==> config.mk <==
export PLATFORM = sky130hd
export DESIGN_NAME = led_gate_top
export DESIGN_NICKNAME = d
export VERILOG_FILES = /design/src/include/led_gate_pkg.sv /design/src/core/chan_gate.sv /design/src/core/led_gate_top.sv /design/src/core/sync2.sv
export VERILOG_INCLUDE_DIRS = /design/src /design/src/include
export SDC_FILE = /design/constraint.sdc
export NUM_CORES = 1
export LEC_CHECK = 0
export ABC_AREA = 0
export BUFFER_PORTS_ARGS = -buffer_cell sky130_fd_sc_hd__buf_2
export CORE_ASPECT_RATIO = 0.8
export CORE_MARGIN = 5
export CORE_UTILIZATION = 50
export CTS_CLUSTER_SIZE = 10
export DETAILED_ROUTE_END_ITERATION = 7
export GPL_TIMING_DRIVEN = 0
export PLACE_DENSITY = 0.75
export REMOVE_ABC_BUFFERS = 1
export SLEW_MARGIN = 30
export SYNTH_ARGS = -nofsm -noshare
export SYNTH_HDL_FRONTEND = slang
export SYNTH_HIERARCHICAL = 1
export SYNTH_SLANG_ARGS = --single-unit
==> constraint.sdc <==
create_clock -name aclk -period 12.8 [get_ports aclk]
set_input_delay 2.56 -clock aclk [delete_from_list [all_inputs] [get_ports aclk]]
set_output_delay 2.56 -clock aclk [all_outputs]
set_load 0.02 [all_outputs]
==> src/include/led_gate_consts.svh <==
// Overview of operation
// - A channel switches only while its supply, bootstrap and sense lockouts are clear, no thermal shutdown, and the enable pin is high.
// - A channel also needs its dimming input high, and no register setting can override that.
// - A high-level bypass input overrides the channel enable bit and treats the channel as enabled.
// - After reset the peak threshold and off-time codes hold midscale 127 out of 255.
// - With the high-level bypass active, every other enable condition is still required.
// - New thresholds may be written at any time and reach regulation about 100 ns after the write completes.
// - Supply lockout acts per channel, so one channel's lockout leaves the other running.
// - Supply lockout thresholds are fixed and no register or pin adjusts them.
// - A bootstrap lockout stops switching until the bootstrap supply has recovered by its hysteresis.
// - A low dimming input disables the gate logic and a rising edge sets the gate latch and turns the switch on.
// - The on-time ends when the dimming pulse ends and a new one starts at the next rising edge.
`ifndef LED_GATE_CONSTS_SVH
`define LED_GATE_CONSTS_SVH

`define CLK_PERIOD_NS      10
`define APPLY_DELAY_NS     100
`define APPLY_DELAY_CYC    ((`APPLY_DELAY_NS + `CLK_PERIOD_NS - 1) / `CLK_PERIOD_NS)
`define CODE_RESET         8'h7f

`define OFS_CTRL           12'h000
`define OFS_STATUS         12'h004
`define OFS_PKTH0          12'h008
`define OFS_TOFF0          12'h00c
`define OFS_MAXOFF0        12'h010
`define OFS_PKTH1          12'h014
`define OFS_TOFF1          12'h018
`define OFS_MAXOFF1        12'h01c

`define CTRL_EN0_BIT       0
`define CTRL_EN1_BIT       1

`define AXI_RESP_OKAY      2'b00
`define AXI_RESP_SLVERR    2'b10

`endif

==> src/include/led_gate_pkg.sv <==
`default_nettype none
package led_gate_pkg;

  typedef struct packed {
    logic [7:0] peak;
    logic [7:0] off_time;
    logic [7:0] max_off;
  } code_set_t;

  typedef struct packed {
    logic vcc_uv;
    logic boot_uv;
    logic sense_uv;
    logic dim;
  } chan_pins_t;

  typedef enum logic [1:0] {
    GATE_IDLE,
    GATE_ARMED,
    GATE_ON
  } gate_state_t;

endpackage : led_gate_pkg
`default_nettype wire

==> src/core/chan_gate.sv <==
`include "led_gate_consts.svh"
`default_nettype none
module chan_gate
  import led_gate_pkg::*;
(
  input  wire logic        aclk,
  input  wire logic        aresetn,
  input  wire logic        en_bit,
  input  wire logic        bypass,
  input  wire logic        enable_pin,
  input  wire logic        thermal_sd,
  input  wire chan_pins_t  pins,
  output logic             permit,
  output logic             gate_on
);

  gate_state_t state_reg;
  logic        dim_prev_reg;
  logic        boot_block_reg;
  logic        ready;

  // Bootstrap lockout holds until its comparator, which carries the hysteresis, releases.
  always_ff @(posedge aclk) begin
    if (!aresetn) begin
      boot_block_reg <= 1'b1;
    end else begin
      boot_block_reg <= pins.boot_uv;
    end
  end

  // Lockouts are this channel's own; only the enable pin, bypass and thermal status are shared.
  // Fixed-threshold comparators arrive as plain flags with no adjustment path.
  // Bypass replaces only the enable bit; every other term stays.
  assign ready  = !pins.vcc_uv && !boot_block_reg && !pins.sense_uv && !thermal_sd && enable_pin
                  && (en_bit || bypass);
  assign permit = ready && pins.dim;

  always_ff @(posedge aclk) begin
    if (!aresetn) begin
      dim_prev_reg <= 1'b0;
    end else begin
      dim_prev_reg <= pins.dim;
    end
  end

  always_ff @(posedge aclk) begin
    if (!aresetn) begin
      state_reg <= GATE_IDLE;
    end else begin
      case (state_reg)
        GATE_IDLE: begin
          if (ready) begin
            state_reg <= GATE_ARMED;
          end
        end
        GATE_ARMED: begin
          if (!ready) begin
            state_reg <= GATE_IDLE;
          end else if (pins.dim && !dim_prev_reg) begin
            state_reg <= GATE_ON;
          end
        end
        GATE_ON: begin
          if (!ready) begin
            state_reg <= GATE_IDLE;
          end else if (!pins.dim) begin
            state_reg <= GATE_ARMED;
          end
        end
        default: state_reg <= GATE_IDLE;
      endcase
    end
  end

  // Arming needs every term but the dim input; enabling while dim is already high waits for its next rising edge.
  assign gate_on = (state_reg == GATE_ON) && permit;

endmodule : chan_gate
`default_nettype wire

==> src/core/led_gate_top.sv <==
`include "led_gate_consts.svh"
`default_nettype none
module led_gate_top
  import led_gate_pkg::*;
(
  input  wire logic        aclk,
  input  wire logic        aresetn,
  input  wire logic [11:0] s_axi_awaddr,
  input  wire logic        s_axi_awvalid,
  output logic             s_axi_awready,
  input  wire logic [31:0] s_axi_wdata,
  input  wire logic [3:0]  s_axi_wstrb,
  input  wire logic        s_axi_wvalid,
  output logic             s_axi_wready,
  output logic [1:0]       s_axi_bresp,
  output logic             s_axi_bvalid,
  input  wire logic        s_axi_bready,
  input  wire logic [11:0] s_axi_araddr,
  input  wire logic        s_axi_arvalid,
  output logic             s_axi_arready,
  output logic [31:0]      s_axi_rdata,
  output logic [1:0]       s_axi_rresp,
  output logic             s_axi_rvalid,
  input  wire logic        s_axi_rready,
  input  wire logic        enable_undervoltage_pin,
  input  wire logic        serial_bypass_enable_level,
  input  wire logic        thermal_shutdown,
  input  wire logic [1:0]  channel_dim_input,
  input  wire logic [1:0]  vcc_undervoltage,
  input  wire logic [1:0]  boot_undervoltage,
  input  wire logic [1:0]  current_sense_positive_input,
  output logic [1:0]       gate_drive,
  output code_set_t        active_codes_0,
  output code_set_t        active_codes_1
);

  localparam int DLY = `APPLY_DELAY_CYC;

  // ------------------------------------------------------------
  // Pin synchronisation
  // ------------------------------------------------------------
  logic [10:0] pins_sync;

  sync2 #(.W(11)) u_sync (
    .aclk    (aclk),
    .aresetn (aresetn),
    .d       ({enable_undervoltage_pin, serial_bypass_enable_level, thermal_shutdown, channel_dim_input,
                vcc_undervoltage, boot_undervoltage, current_sense_positive_input}),
    .q       (pins_sync)
  );

  logic       en_pin_s;
  logic       bypass_s;
  logic       thermal_s;
  logic [1:0] dim_s;
  logic [1:0] vcc_uv_s;
  logic [1:0] boot_uv_s;
  logic [1:0] sense_uv_s;

  assign {en_pin_s, bypass_s, thermal_s, dim_s, vcc_uv_s, boot_uv_s, sense_uv_s} = pins_sync;

  // ------------------------------------------------------------
  // Register storage
  // ------------------------------------------------------------
  logic [1:0]  chan_en_reg;
  code_set_t   shadow_reg [2];
  code_set_t   active_reg [2];
  logic [7:0]  apply_cnt_reg;
  logic        apply_pend_reg;

  // ------------------------------------------------------------
  // AXI4-Lite write channel
  // ------------------------------------------------------------
  logic        aw_held_reg;
  logic [11:0] aw_addr_reg;
  logic        w_held_reg;
  logic [31:0] w_data_reg;
  logic [3:0]  w_strb_reg;
  logic        do_write;
  logic        wr_hit;

  assign s_axi_awready = !aw_held_reg && !s_axi_bvalid;
  assign s_axi_wready  = !w_held_reg && !s_axi_bvalid;
  assign do_write      = aw_held_reg && w_held_reg && !s_axi_bvalid;

  always_ff @(posedge aclk) begin
    if (!aresetn) begin
      aw_held_reg <= 1'b0;
      aw_addr_reg <= 12'h000;
    end else if (s_axi_awvalid && s_axi_awready) begin
      aw_held_reg <= 1'b1;
      aw_addr_reg <= s_axi_awaddr;
    end else if (do_write) begin
      aw_held_reg <= 1'b0;
    end
  end

  always_ff @(posedge aclk) begin
    if (!aresetn) begin
      w_held_reg <= 1'b0;
      w_data_reg <= 32'h0000_0000;
      w_strb_reg <= 4'h0;
    end else if (s_axi_wvalid && s_axi_wready) begin
      w_held_reg <= 1'b1;
      w_data_reg <= s_axi_wdata;
      w_strb_reg <= s_axi_wstrb;
    end else if (do_write) begin
      w_held_reg <= 1'b0;
    end
  end

  always_comb begin
    if (aw_addr_reg == `OFS_CTRL) begin
      wr_hit = 1'b1;
    end else if (aw_addr_reg == `OFS_STATUS) begin
      wr_hit = 1'b1;
    end else if (aw_addr_reg >= `OFS_PKTH0 && aw_addr_reg <= `OFS_MAXOFF1 && aw_addr_reg[1:0] == 2'b00) begin
      wr_hit = 1'b1;
    end else begin
      wr_hit = 1'b0;
    end
  end

  always_ff @(posedge aclk) begin
    if (!aresetn) begin
      s_axi_bvalid <= 1'b0;
      s_axi_bresp  <= `AXI_RESP_OKAY;
    end else if (do_write) begin
      s_axi_bvalid <= 1'b1;
      s_axi_bresp  <= wr_hit ? `AXI_RESP_OKAY : `AXI_RESP_SLVERR;
    end else if (s_axi_bready) begin
      s_axi_bvalid <= 1'b0;
    end
  end

  always_ff @(posedge aclk) begin
    if (!aresetn) begin
      chan_en_reg <= 2'b00;
    end else if (do_write && aw_addr_reg == `OFS_CTRL && w_strb_reg[0]) begin
      chan_en_reg <= {w_data_reg[`CTRL_EN1_BIT], w_data_reg[`CTRL_EN0_BIT]};
    end
  end

  // Codes land in a shadow copy at the write; any value, zero included, is accepted as written.
  always_ff @(posedge aclk) begin
    if (!aresetn) begin
      shadow_reg[0] <= '{peak: `CODE_RESET, off_time: `CODE_RESET, max_off: `CODE_RESET};
      shadow_reg[1] <= '{peak: `CODE_RESET, off_time: `CODE_RESET, max_off: `CODE_RESET};
    end else if (do_write && w_strb_reg[0]) begin
      if (aw_addr_reg == `OFS_PKTH0) begin
        shadow_reg[0].peak <= w_data_reg[7:0];
      end else if (aw_addr_reg == `OFS_TOFF0) begin
        shadow_reg[0].off_time <= w_data_reg[7:0];
      end else if (aw_addr_reg == `OFS_MAXOFF0) begin
        shadow_reg[0].max_off <= w_data_reg[7:0];
      end else if (aw_addr_reg == `OFS_PKTH1) begin
        shadow_reg[1].peak <= w_data_reg[7:0];
      end else if (aw_addr_reg == `OFS_TOFF1) begin
        shadow_reg[1].off_time <= w_data_reg[7:0];
      end else if (aw_addr_reg == `OFS_MAXOFF1) begin
        shadow_reg[1].max_off <= w_data_reg[7:0];
      end
    end
  end

  // ------------------------------------------------------------
  // Delayed application of thresholds
  // ------------------------------------------------------------
  // A write restarts the delay so the newest value is applied DLY cycles after the last transaction.
  always_ff @(posedge aclk) begin
    if (!aresetn) begin
      apply_pend_reg <= 1'b0;
      apply_cnt_reg  <= 8'h00;
    end else if (do_write) begin
      apply_pend_reg <= 1'b1;
      apply_cnt_reg  <= 8'(DLY);
    end else if (apply_pend_reg) begin
      if (apply_cnt_reg == 8'h01) begin
        apply_pend_reg <= 1'b0;
      end
      apply_cnt_reg <= apply_cnt_reg - 8'h01;
    end
  end

  always_ff @(posedge aclk) begin
    if (!aresetn) begin
      active_reg[0] <= '{peak: `CODE_RESET, off_time: `CODE_RESET, max_off: `CODE_RESET};
      active_reg[1] <= '{peak: `CODE_RESET, off_time: `CODE_RESET, max_off: `CODE_RESET};
    end else if (apply_pend_reg && apply_cnt_reg == 8'h01) begin
      active_reg[0] <= shadow_reg[0];
      active_reg[1] <= shadow_reg[1];
    end
  end

  assign active_codes_0 = active_reg[0];
  assign active_codes_1 = active_reg[1];

  // ------------------------------------------------------------
  // Per-channel gating
  // ------------------------------------------------------------
  logic [1:0] permit;
  logic [1:0] gate_next;
  logic [1:0] gate_reg;

  for (genvar c = 0; c < 2; c++) begin : g_chan
    chan_gate u_gate (
      .aclk       (aclk),
      .aresetn    (aresetn),
      .en_bit     (chan_en_reg[c]),
      .bypass     (bypass_s),
      .enable_pin (en_pin_s),
      .thermal_sd (thermal_s),
      .pins       (chan_pins_t'{vcc_uv: vcc_uv_s[c], boot_uv: boot_uv_s[c], sense_uv: sense_uv_s[c], dim: dim_s[c]}),
      .permit     (permit[c]),
      .gate_on    (gate_next[c])
    );
  end

  always_ff @(posedge aclk) begin
    if (!aresetn) begin
      gate_reg <= 2'b00;
    end else begin
      gate_reg <= gate_next;
    end
  end

  assign gate_drive = gate_reg;

  // ------------------------------------------------------------
  // AXI4-Lite read channel
  // ------------------------------------------------------------
  logic [31:0] rd_mux;
  logic        rd_hit;

  always_comb begin
    rd_mux = 32'h0000_0000;
    rd_hit = 1'b1;
    if (s_axi_araddr == `OFS_CTRL) begin
      rd_mux = {30'h0000_0000, chan_en_reg};
    end else if (s_axi_araddr == `OFS_STATUS) begin
      rd_mux = {16'h0000, gate_reg, permit, dim_s, vcc_uv_s, boot_uv_s, sense_uv_s, en_pin_s, bypass_s,
                thermal_s, apply_pend_reg};
    end else if (s_axi_araddr == `OFS_PKTH0) begin
      rd_mux = {24'h00_0000, shadow_reg[0].peak};
    end else if (s_axi_araddr == `OFS_TOFF0) begin
      rd_mux = {24'h00_0000, shadow_reg[0].off_time};
    end else if (s_axi_araddr == `OFS_MAXOFF0) begin
      rd_mux = {24'h00_0000, shadow_reg[0].max_off};
    end else if (s_axi_araddr == `OFS_PKTH1) begin
      rd_mux = {24'h00_0000, shadow_reg[1].peak};
    end else if (s_axi_araddr == `OFS_TOFF1) begin
      rd_mux = {24'h00_0000, shadow_reg[1].off_time};
    end else if (s_axi_araddr == `OFS_MAXOFF1) begin
      rd_mux = {24'h00_0000, shadow_reg[1].max_off};
    end else begin
      rd_hit = 1'b0;
    end
  end

  assign s_axi_arready = !s_axi_rvalid;

  always_ff @(posedge aclk) begin
    if (!aresetn) begin
      s_axi_rvalid <= 1'b0;
      s_axi_rdata  <= 32'h0000_0000;
      s_axi_rresp  <= `AXI_RESP_OKAY;
    end else if (s_axi_arvalid && s_axi_arready) begin
      s_axi_rvalid <= 1'b1;
      s_axi_rdata  <= rd_mux;
      s_axi_rresp  <= rd_hit ? `AXI_RESP_OKAY : `AXI_RESP_SLVERR;
    end else if (s_axi_rready) begin
      s_axi_rvalid <= 1'b0;
    end
  end

endmodule : led_gate_top
`default_nettype wire

==> src/core/sync2.sv <==
`default_nettype none
module sync2
  import led_gate_pkg::*;
#(
  parameter int W = 1
) (
  input  wire logic         aclk,
  input  wire logic         aresetn,
  input  wire logic [W-1:0] d,
  output logic      [W-1:0] q
);

  logic [W-1:0] meta_reg;

  always_ff @(posedge aclk) begin
    if (!aresetn) begin
      meta_reg <= '0;
      q        <= '0;
    end else begin
      meta_reg <= d;
      q        <= meta_reg;
    end
  end

endmodule : sync2
`default_nettype wire

; Word level (Yosys, flattened, before mapping)
; Memory sizes are Yosys's and may differ from the RTL's.
; Cells that the tools add are included.
[totals]
register_bits = 104
mem_bits_rw = 96
in_bits = 78
out_inout_bits = 91
elab_cells = 215
memories = 2
[mem_list]
columns = memory, words, width, read_ports, rd_ports_with_merged_regs, write_ports, line
row1 = active_reg, 2, 24, 2, 0, 2, led_gate_top.sv:67  ; code_set_t active_reg [2];
row2 = shadow_reg, 2, 24, 2, 0, 2, led_gate_top.sv:66  ; code_set_t shadow_reg [2];
[op_classes]
n_addsub = 1
n_lt_le_gt_ge = 2
eq_ne = 25
muxes = 96
bitwise_logic = 9
n_reduce_logical = 57
[ops]
columns = operator, count
row1 = equality test 12 x 5 -> 1 bit (second input constant), 8
row2 = two-way mux 8 bit, 12
row3 = two-way mux 1 bit, 64
row4 = equality test 12 x 4 -> 1 bit (second input constant), 4
row5 = two-way mux 24 bit, 2
row6 = two-way mux 16 bit, 2
row7 = logical AND 1 bit, 29
row8 = equality test 12 x 3 -> 1 bit (second input constant), 2
row9 = zero test 12 bit, 2
row10 = two-way mux 2 bit, 12
row11 = zero test 1 bit, 13
row12 = >= comparator 12 x 4 -> 1 bit (second input constant), 1
row13 = <= comparator 12 x 5 -> 1 bit (second input constant), 1
row14 = inequality test 3 bit (second input constant), 4
row15 = one-hot mux 2 bit (3 select lines), 2
row16 = nonzero test 2 bit, 5
row17 = equality test 8 x 1 -> 1 bit (second input constant), 1
row18 = two-way mux 4 bit, 2
row19 = bitwise OR 1 bit, 8
row20 = subtractor 8 x 1 -> 8 bit (second input constant), 1
row21 = zero test 2 bit, 3
row22 = AND reduction 3 bit, 2
row23 = equality test 2 x 1 -> 1 bit (second input constant), 2
row24 = equality test 2 bit (second input constant), 2
row25 = 4 further kinds, 6

; Longest topological paths before layout
[depth]
depth_word = 11
ltp_mapped = 7

; By module
; The synthesis kept the hierarchy.
[by_module_without_submodules]
columns = mod, instances, cells_each, area_each_um2
row1 = led_gate_top, 1, 556, 6349.8
row2 = sync2, 1, 46, 620.6
row3 = chan_gate, 2, 18, 192.7

; Worst setup path after synthesis
; No wires, ideal clock.
[synth_timing]
kind = input to register
start = input port aresetn
end = memory active_reg[0][0] (netlist name) (enable)
t_arrival_ps = 4424
t_required_ps = 11948
path_slack_ps = 7524
path_stages = 3
n_path_buf = 2
cell_sequence = buf_4 clkbuf_1 o21ai_0
[synth_lines]
columns = item, line
row1 = start: declaration, led_gate_top.sv:7  ; input wire logic aresetn,
row2 = end: declaration, led_gate_top.sv:67

; Worst setup path after layout
[layout_timing]
start = input port s_axi_araddr[9]
end = register s_axi_rdata[8]
[layout_between]
elab_chain_len = 3
elab_cells_between_ends = 4
classes_between = 1 x eq/ne / 2 x mux / 1 x reduce/logical
[layout_rtl]
columns = item, line
row1 = start: declaration, led_gate_top.sv:18  ; input wire logic [11:0] s_axi_araddr,
row2 = equality test 12 x 3 -> 1 bit (no source line), -
row3 = two-way mux 16 bit, led_gate_top.sv:240  ; end else if (s_axi_araddr == `OFS_STATUS) begin
row4 = two-way mux 16 bit (*), led_gate_top.sv:238  ; if (s_axi_araddr == `OFS_CTRL) begin
row5 = end signal: assignment, led_gate_top.sv:269  ; s_axi_rdata <= rd_mux;
row6 = end: declaration, led_gate_top.sv:21  ; output logic [31:0] s_axi_rdata,
; Mark *: on every way between the ends. The rest lies on a longest branch, timed or not.
; A chain may end at the register's enable or synchronous reset.

==> metrics.md <==
| Metric | Value |
|---|---|
| Sink Count | `182` |
| Worst slew margin | `0.402` |
| RSZ-0062 raised after global routing | `false` |
| Die Area | `17300 um2` |
| CP Data Arrival Time | `5.05 ns` |
| Global-route wire length before repair | `26100 um` |
| Ys flop type | `edfxtp_1` |
| Area delta synth->final | `17.9%` |
| Core box area | `14300 um2` |
| Nets | `833` |
| Int Power | `981 uW` |
| Vias post-DR | `5073` |
| MaxCap Viol Count | `0` |
| WP data required | `13.14 ns` |
| Async SR Flop Fraction | `0` |
| Hold WS | `0.437 ns` |
| Fraction of layout cells with a size suffix above 1 | `0.279` |
| Die H | `118 um` |
| Power share of the combinational group | `0.059` |
| Synthesized flop and latch total | `182` |
| Starting density of the core | `0.513` |
| # resized after CTS | `0` |
| Post-synthesis mux area share | `0.0129` |
| Simple-gate share of the synthesized area | `0.202` |
| Critical path buffers and inverters | `1` |
| Max incr delay on CP | `0.76 ns` |
| Critical path class | `input port to flop` |
| Syn Area/Cell | `11.5 um2` |
| Root Buffer | `clkbuf_16` |
| Dpl cells | `918` |
| Hold Path Depth | `1` |
| # diodes | `0` |
| Final period util | `0.367` |
| # hold bufs at CTS | `0` |
| CTS tree | `built` |
| All-Layer GR Usage | `0.187` |
| Layout Skew | `0.0134 ns` |
| Largest net degree at the start of global routing | `53` |
| ANT nets after route | `0` |
| Adder-Cell Fraction of Synth Area | `0.00340` |
| Clock transition at the registers of the reported paths | `0.06 ns` |
| H-tree Lvls | `4` |
| Worst skew pair latency | `0.42 ns` |
| Vias per cell | `5.34` |
| Critical path's top delay family | `simple AND/OR/NAND/NOR gates` |
| Clk pwr share | `0.432` |
| Crit path max-delay cell type | `nor4_1` |
| Netlist Area Pre-Place | `7360 um2` |
| Cts bufs inserted | `17` |
| Peak supply drop | `0.114 mV` |
| Compound-Gate Fraction of Synth Area | `0.106` |
| Synth unique cells | `54` |
| 1st-iter DRT viols | `381` |
| I/O pin count | `169` |
| Final wirelength | `16100 um` |
| Cell Count, Final, Fillers Out | `950` |
| Status | `finished, final reports clean` |
| Final setup viols | `0` |
| Worst-path fanout max | `11` |
| Placer Congestion | `0.920` |
| Switching pwr | `270 uW` |
| FMAX | `0.213 GHz` |
| Total power | `1250 uW` |
| Initial antenna violation count | `0` |
| Final min period | `4.70 ns` |
| Die W | `146 um` |
| Hold WC Path Type | `flop to flop` |
| Post-synthesis xor/xnor area fraction | `0.00595` |
| Vias in the first global route | `5125` |
| DP HPWL | `11600 um` |
| Main combinational cell family by area after synthesis | `simple AND/OR/NAND/NOR gates` |
| Worst reg2reg path depth | `4` |
| DR DRC count | `0` |
| Static Leak | `0.00294 uW` |
| Count of final max-slew check failures | `0` |
| Maximum clock path buffer count | `2` |
| Post-CTS setup buffers | `0` |
| Number of synthesized flops with an enable pin | `96` |
| GR Overflow Total | `0` |
| Critical Path End Type | `flop` |
| Sequential-to-total area share from yosys stat | `0.626` |
| Sequential share of power | `0.509` |
| Setup_tns | `0 ns` |
| CP Depth | `6` |
| Final Hold Fails | `0` |
| Yosys warns | `6` |
| Avg WL per Cell | `17.0 um` |
| Cells after Synth | `638` |
| CP startpoint kind | `input port` |
| 1st-pass router iterations | `5` |
| Sw Ratio | `0.216` |
| FP Rows | `39` |
| Pwr/cell area | `144 nW/um2` |
| Actual slew at the worst max-slew pin | `0.891 ns` |
| CP Cell Sequence | `buf_2 > nor4_1 > nand3_1 > nor3_2 > a22oi_1 > nor2_1` |
| Port Buf Inserts | `123` |
## cells in the final DEF, fill, tap and decap left out, types with 3 or more instances in the layout
cell and count:
a211oi_1 7, a21o_1 3, a21oi_1 51, a22oi_1 8
a31oi_1 3, a32oi_1 4, and2_1 14, and2_2 16
and3_2 6, and4_1 5, buf_2 123, clkbuf_1 3
clkbuf_16 20, conb_1 18, dfxtp_1 86, edfxtp_1 96
inv_1 6, inv_6 3, mux2_2 4, mux2i_1 5
nand2_1 72, nand2b_1 5, nand3_1 7, nand3b_1 4
nor2_1 35, nor2b_1 4, nor3_1 14, o211ai_1 3
o21a_1 15, o21ai_0 19, o31ai_1 5, or2_1 41
or2_2 10, or4b_4 3, xnor2_1 3
## cell usage after synthesis, types with 3 or more instances
library cell,instances,share of area
o21ai_0,22,0.015
a21o_1,3,0.0031
a211oi_1,7,0.0071
nor2_1,35,0.018
mux2i_1,5,0.0068
a32oi_1,4,0.0048
nand3_1,7,0.0048
and2_2,16,0.016
a31oi_1,3,0.0026
a22oi_1,8,0.0082
xnor2_1,3,0.0036
or4b_4,3,0.0056
buf_6,6,0.0092
and4_1,5,0.0060
mux2_2,4,0.0061
dfxtp_1,86,0.23
nand2_1,72,0.037
o211ai_1,3,0.0031
and2_1,14,0.012
clkbuf_1,20,0.010
nand2b_1,5,0.0043
or2_1,41,0.035
nor3_1,15,0.010
edfxtp_1,96,0.39
inv_1,7,0.0036
o31ai_1,7,0.0071
o21a_1,15,0.015
nand3b_1,4,0.0041
a21oi_1,51,0.035
and3_2,6,0.0061
or2_2,10,0.0085
nor2b_1,4,0.0034
buf_4,19,0.019
## logic make-up (layout without fill, tap and decap cells)
group                      count (synthesis)  after routing
adders and majority gates                  2              2
other                                      1             18
and+or+nand+nor                          259            259
buffers and inverters                     53            164
muxes                                      9              9
AOI/OAI and AO/OA                        127            127
xor gates and xnor gates                   5              5
DFF                                      182            182
## through the flow
step                      worst slack [ns]   util  area [um2]
after floorplan                       7.58      -        7130
after global placement                6.43  0.556        7980
after detailed placement              7.41  0.560        8040
after CTS                             7.81  0.604        8670
after global routing                  7.89  0.605        8670
final                                 8.10  0.605        8670
## path summary, 6_finish.rpt
kind	end	slack, ns	from
hold / removal	u_sync/q[7]	0.44	u_sync/meta_reg[7]
hold reg to reg	u_sync/q[7]	0.44	u_sync/meta_reg[7]
setup / recovery	s_axi_rdata[8]	8.10	s_axi_araddr[9]
setup reg to reg	shadow_reg[0][6]	9.98	aw_addr_reg[8]
## layout make-up
cell class              count  area, um2
flip-flops and latches    182       4600
repair buffers            125        658
clock buffers              24        526
fillers                  1163       5670
inverters                   7       26.3
well taps                 184        230
clock inverters             8        105
multi-input cells         420       2520
## metal layers
layer | vias to the layer above | part of all wire | global-route usage | wire, um
met2 | 229 | 0.47 | 0.304 | 7640
met3 | 17 | 0.087 | 0.0520 | 1410
li1 | 2468 | - | - | -
met4 | 0 | 0.012 | 0.0559 | 197
met1 | 2359 | 0.43 | 0.245 | 6900
met5 | - | 0 | 0 | 0
## power groups by stage
| stage | logic (uW) | registers (uW) | clock network [uW] |
|---|---|---|---|
| CTS | 73.7 | 636 | 546 |
| global placement | 68.5 | 649 | 0 |
| floorplan | 42.7 | 648 | 0 |
| global route | 81.8 | 638 | 576 |
| finish | 73.9 | 636 | 541 |
| detailed placement | 73.4 | 649 | 0 |
(Power assumes the default switching activity.)
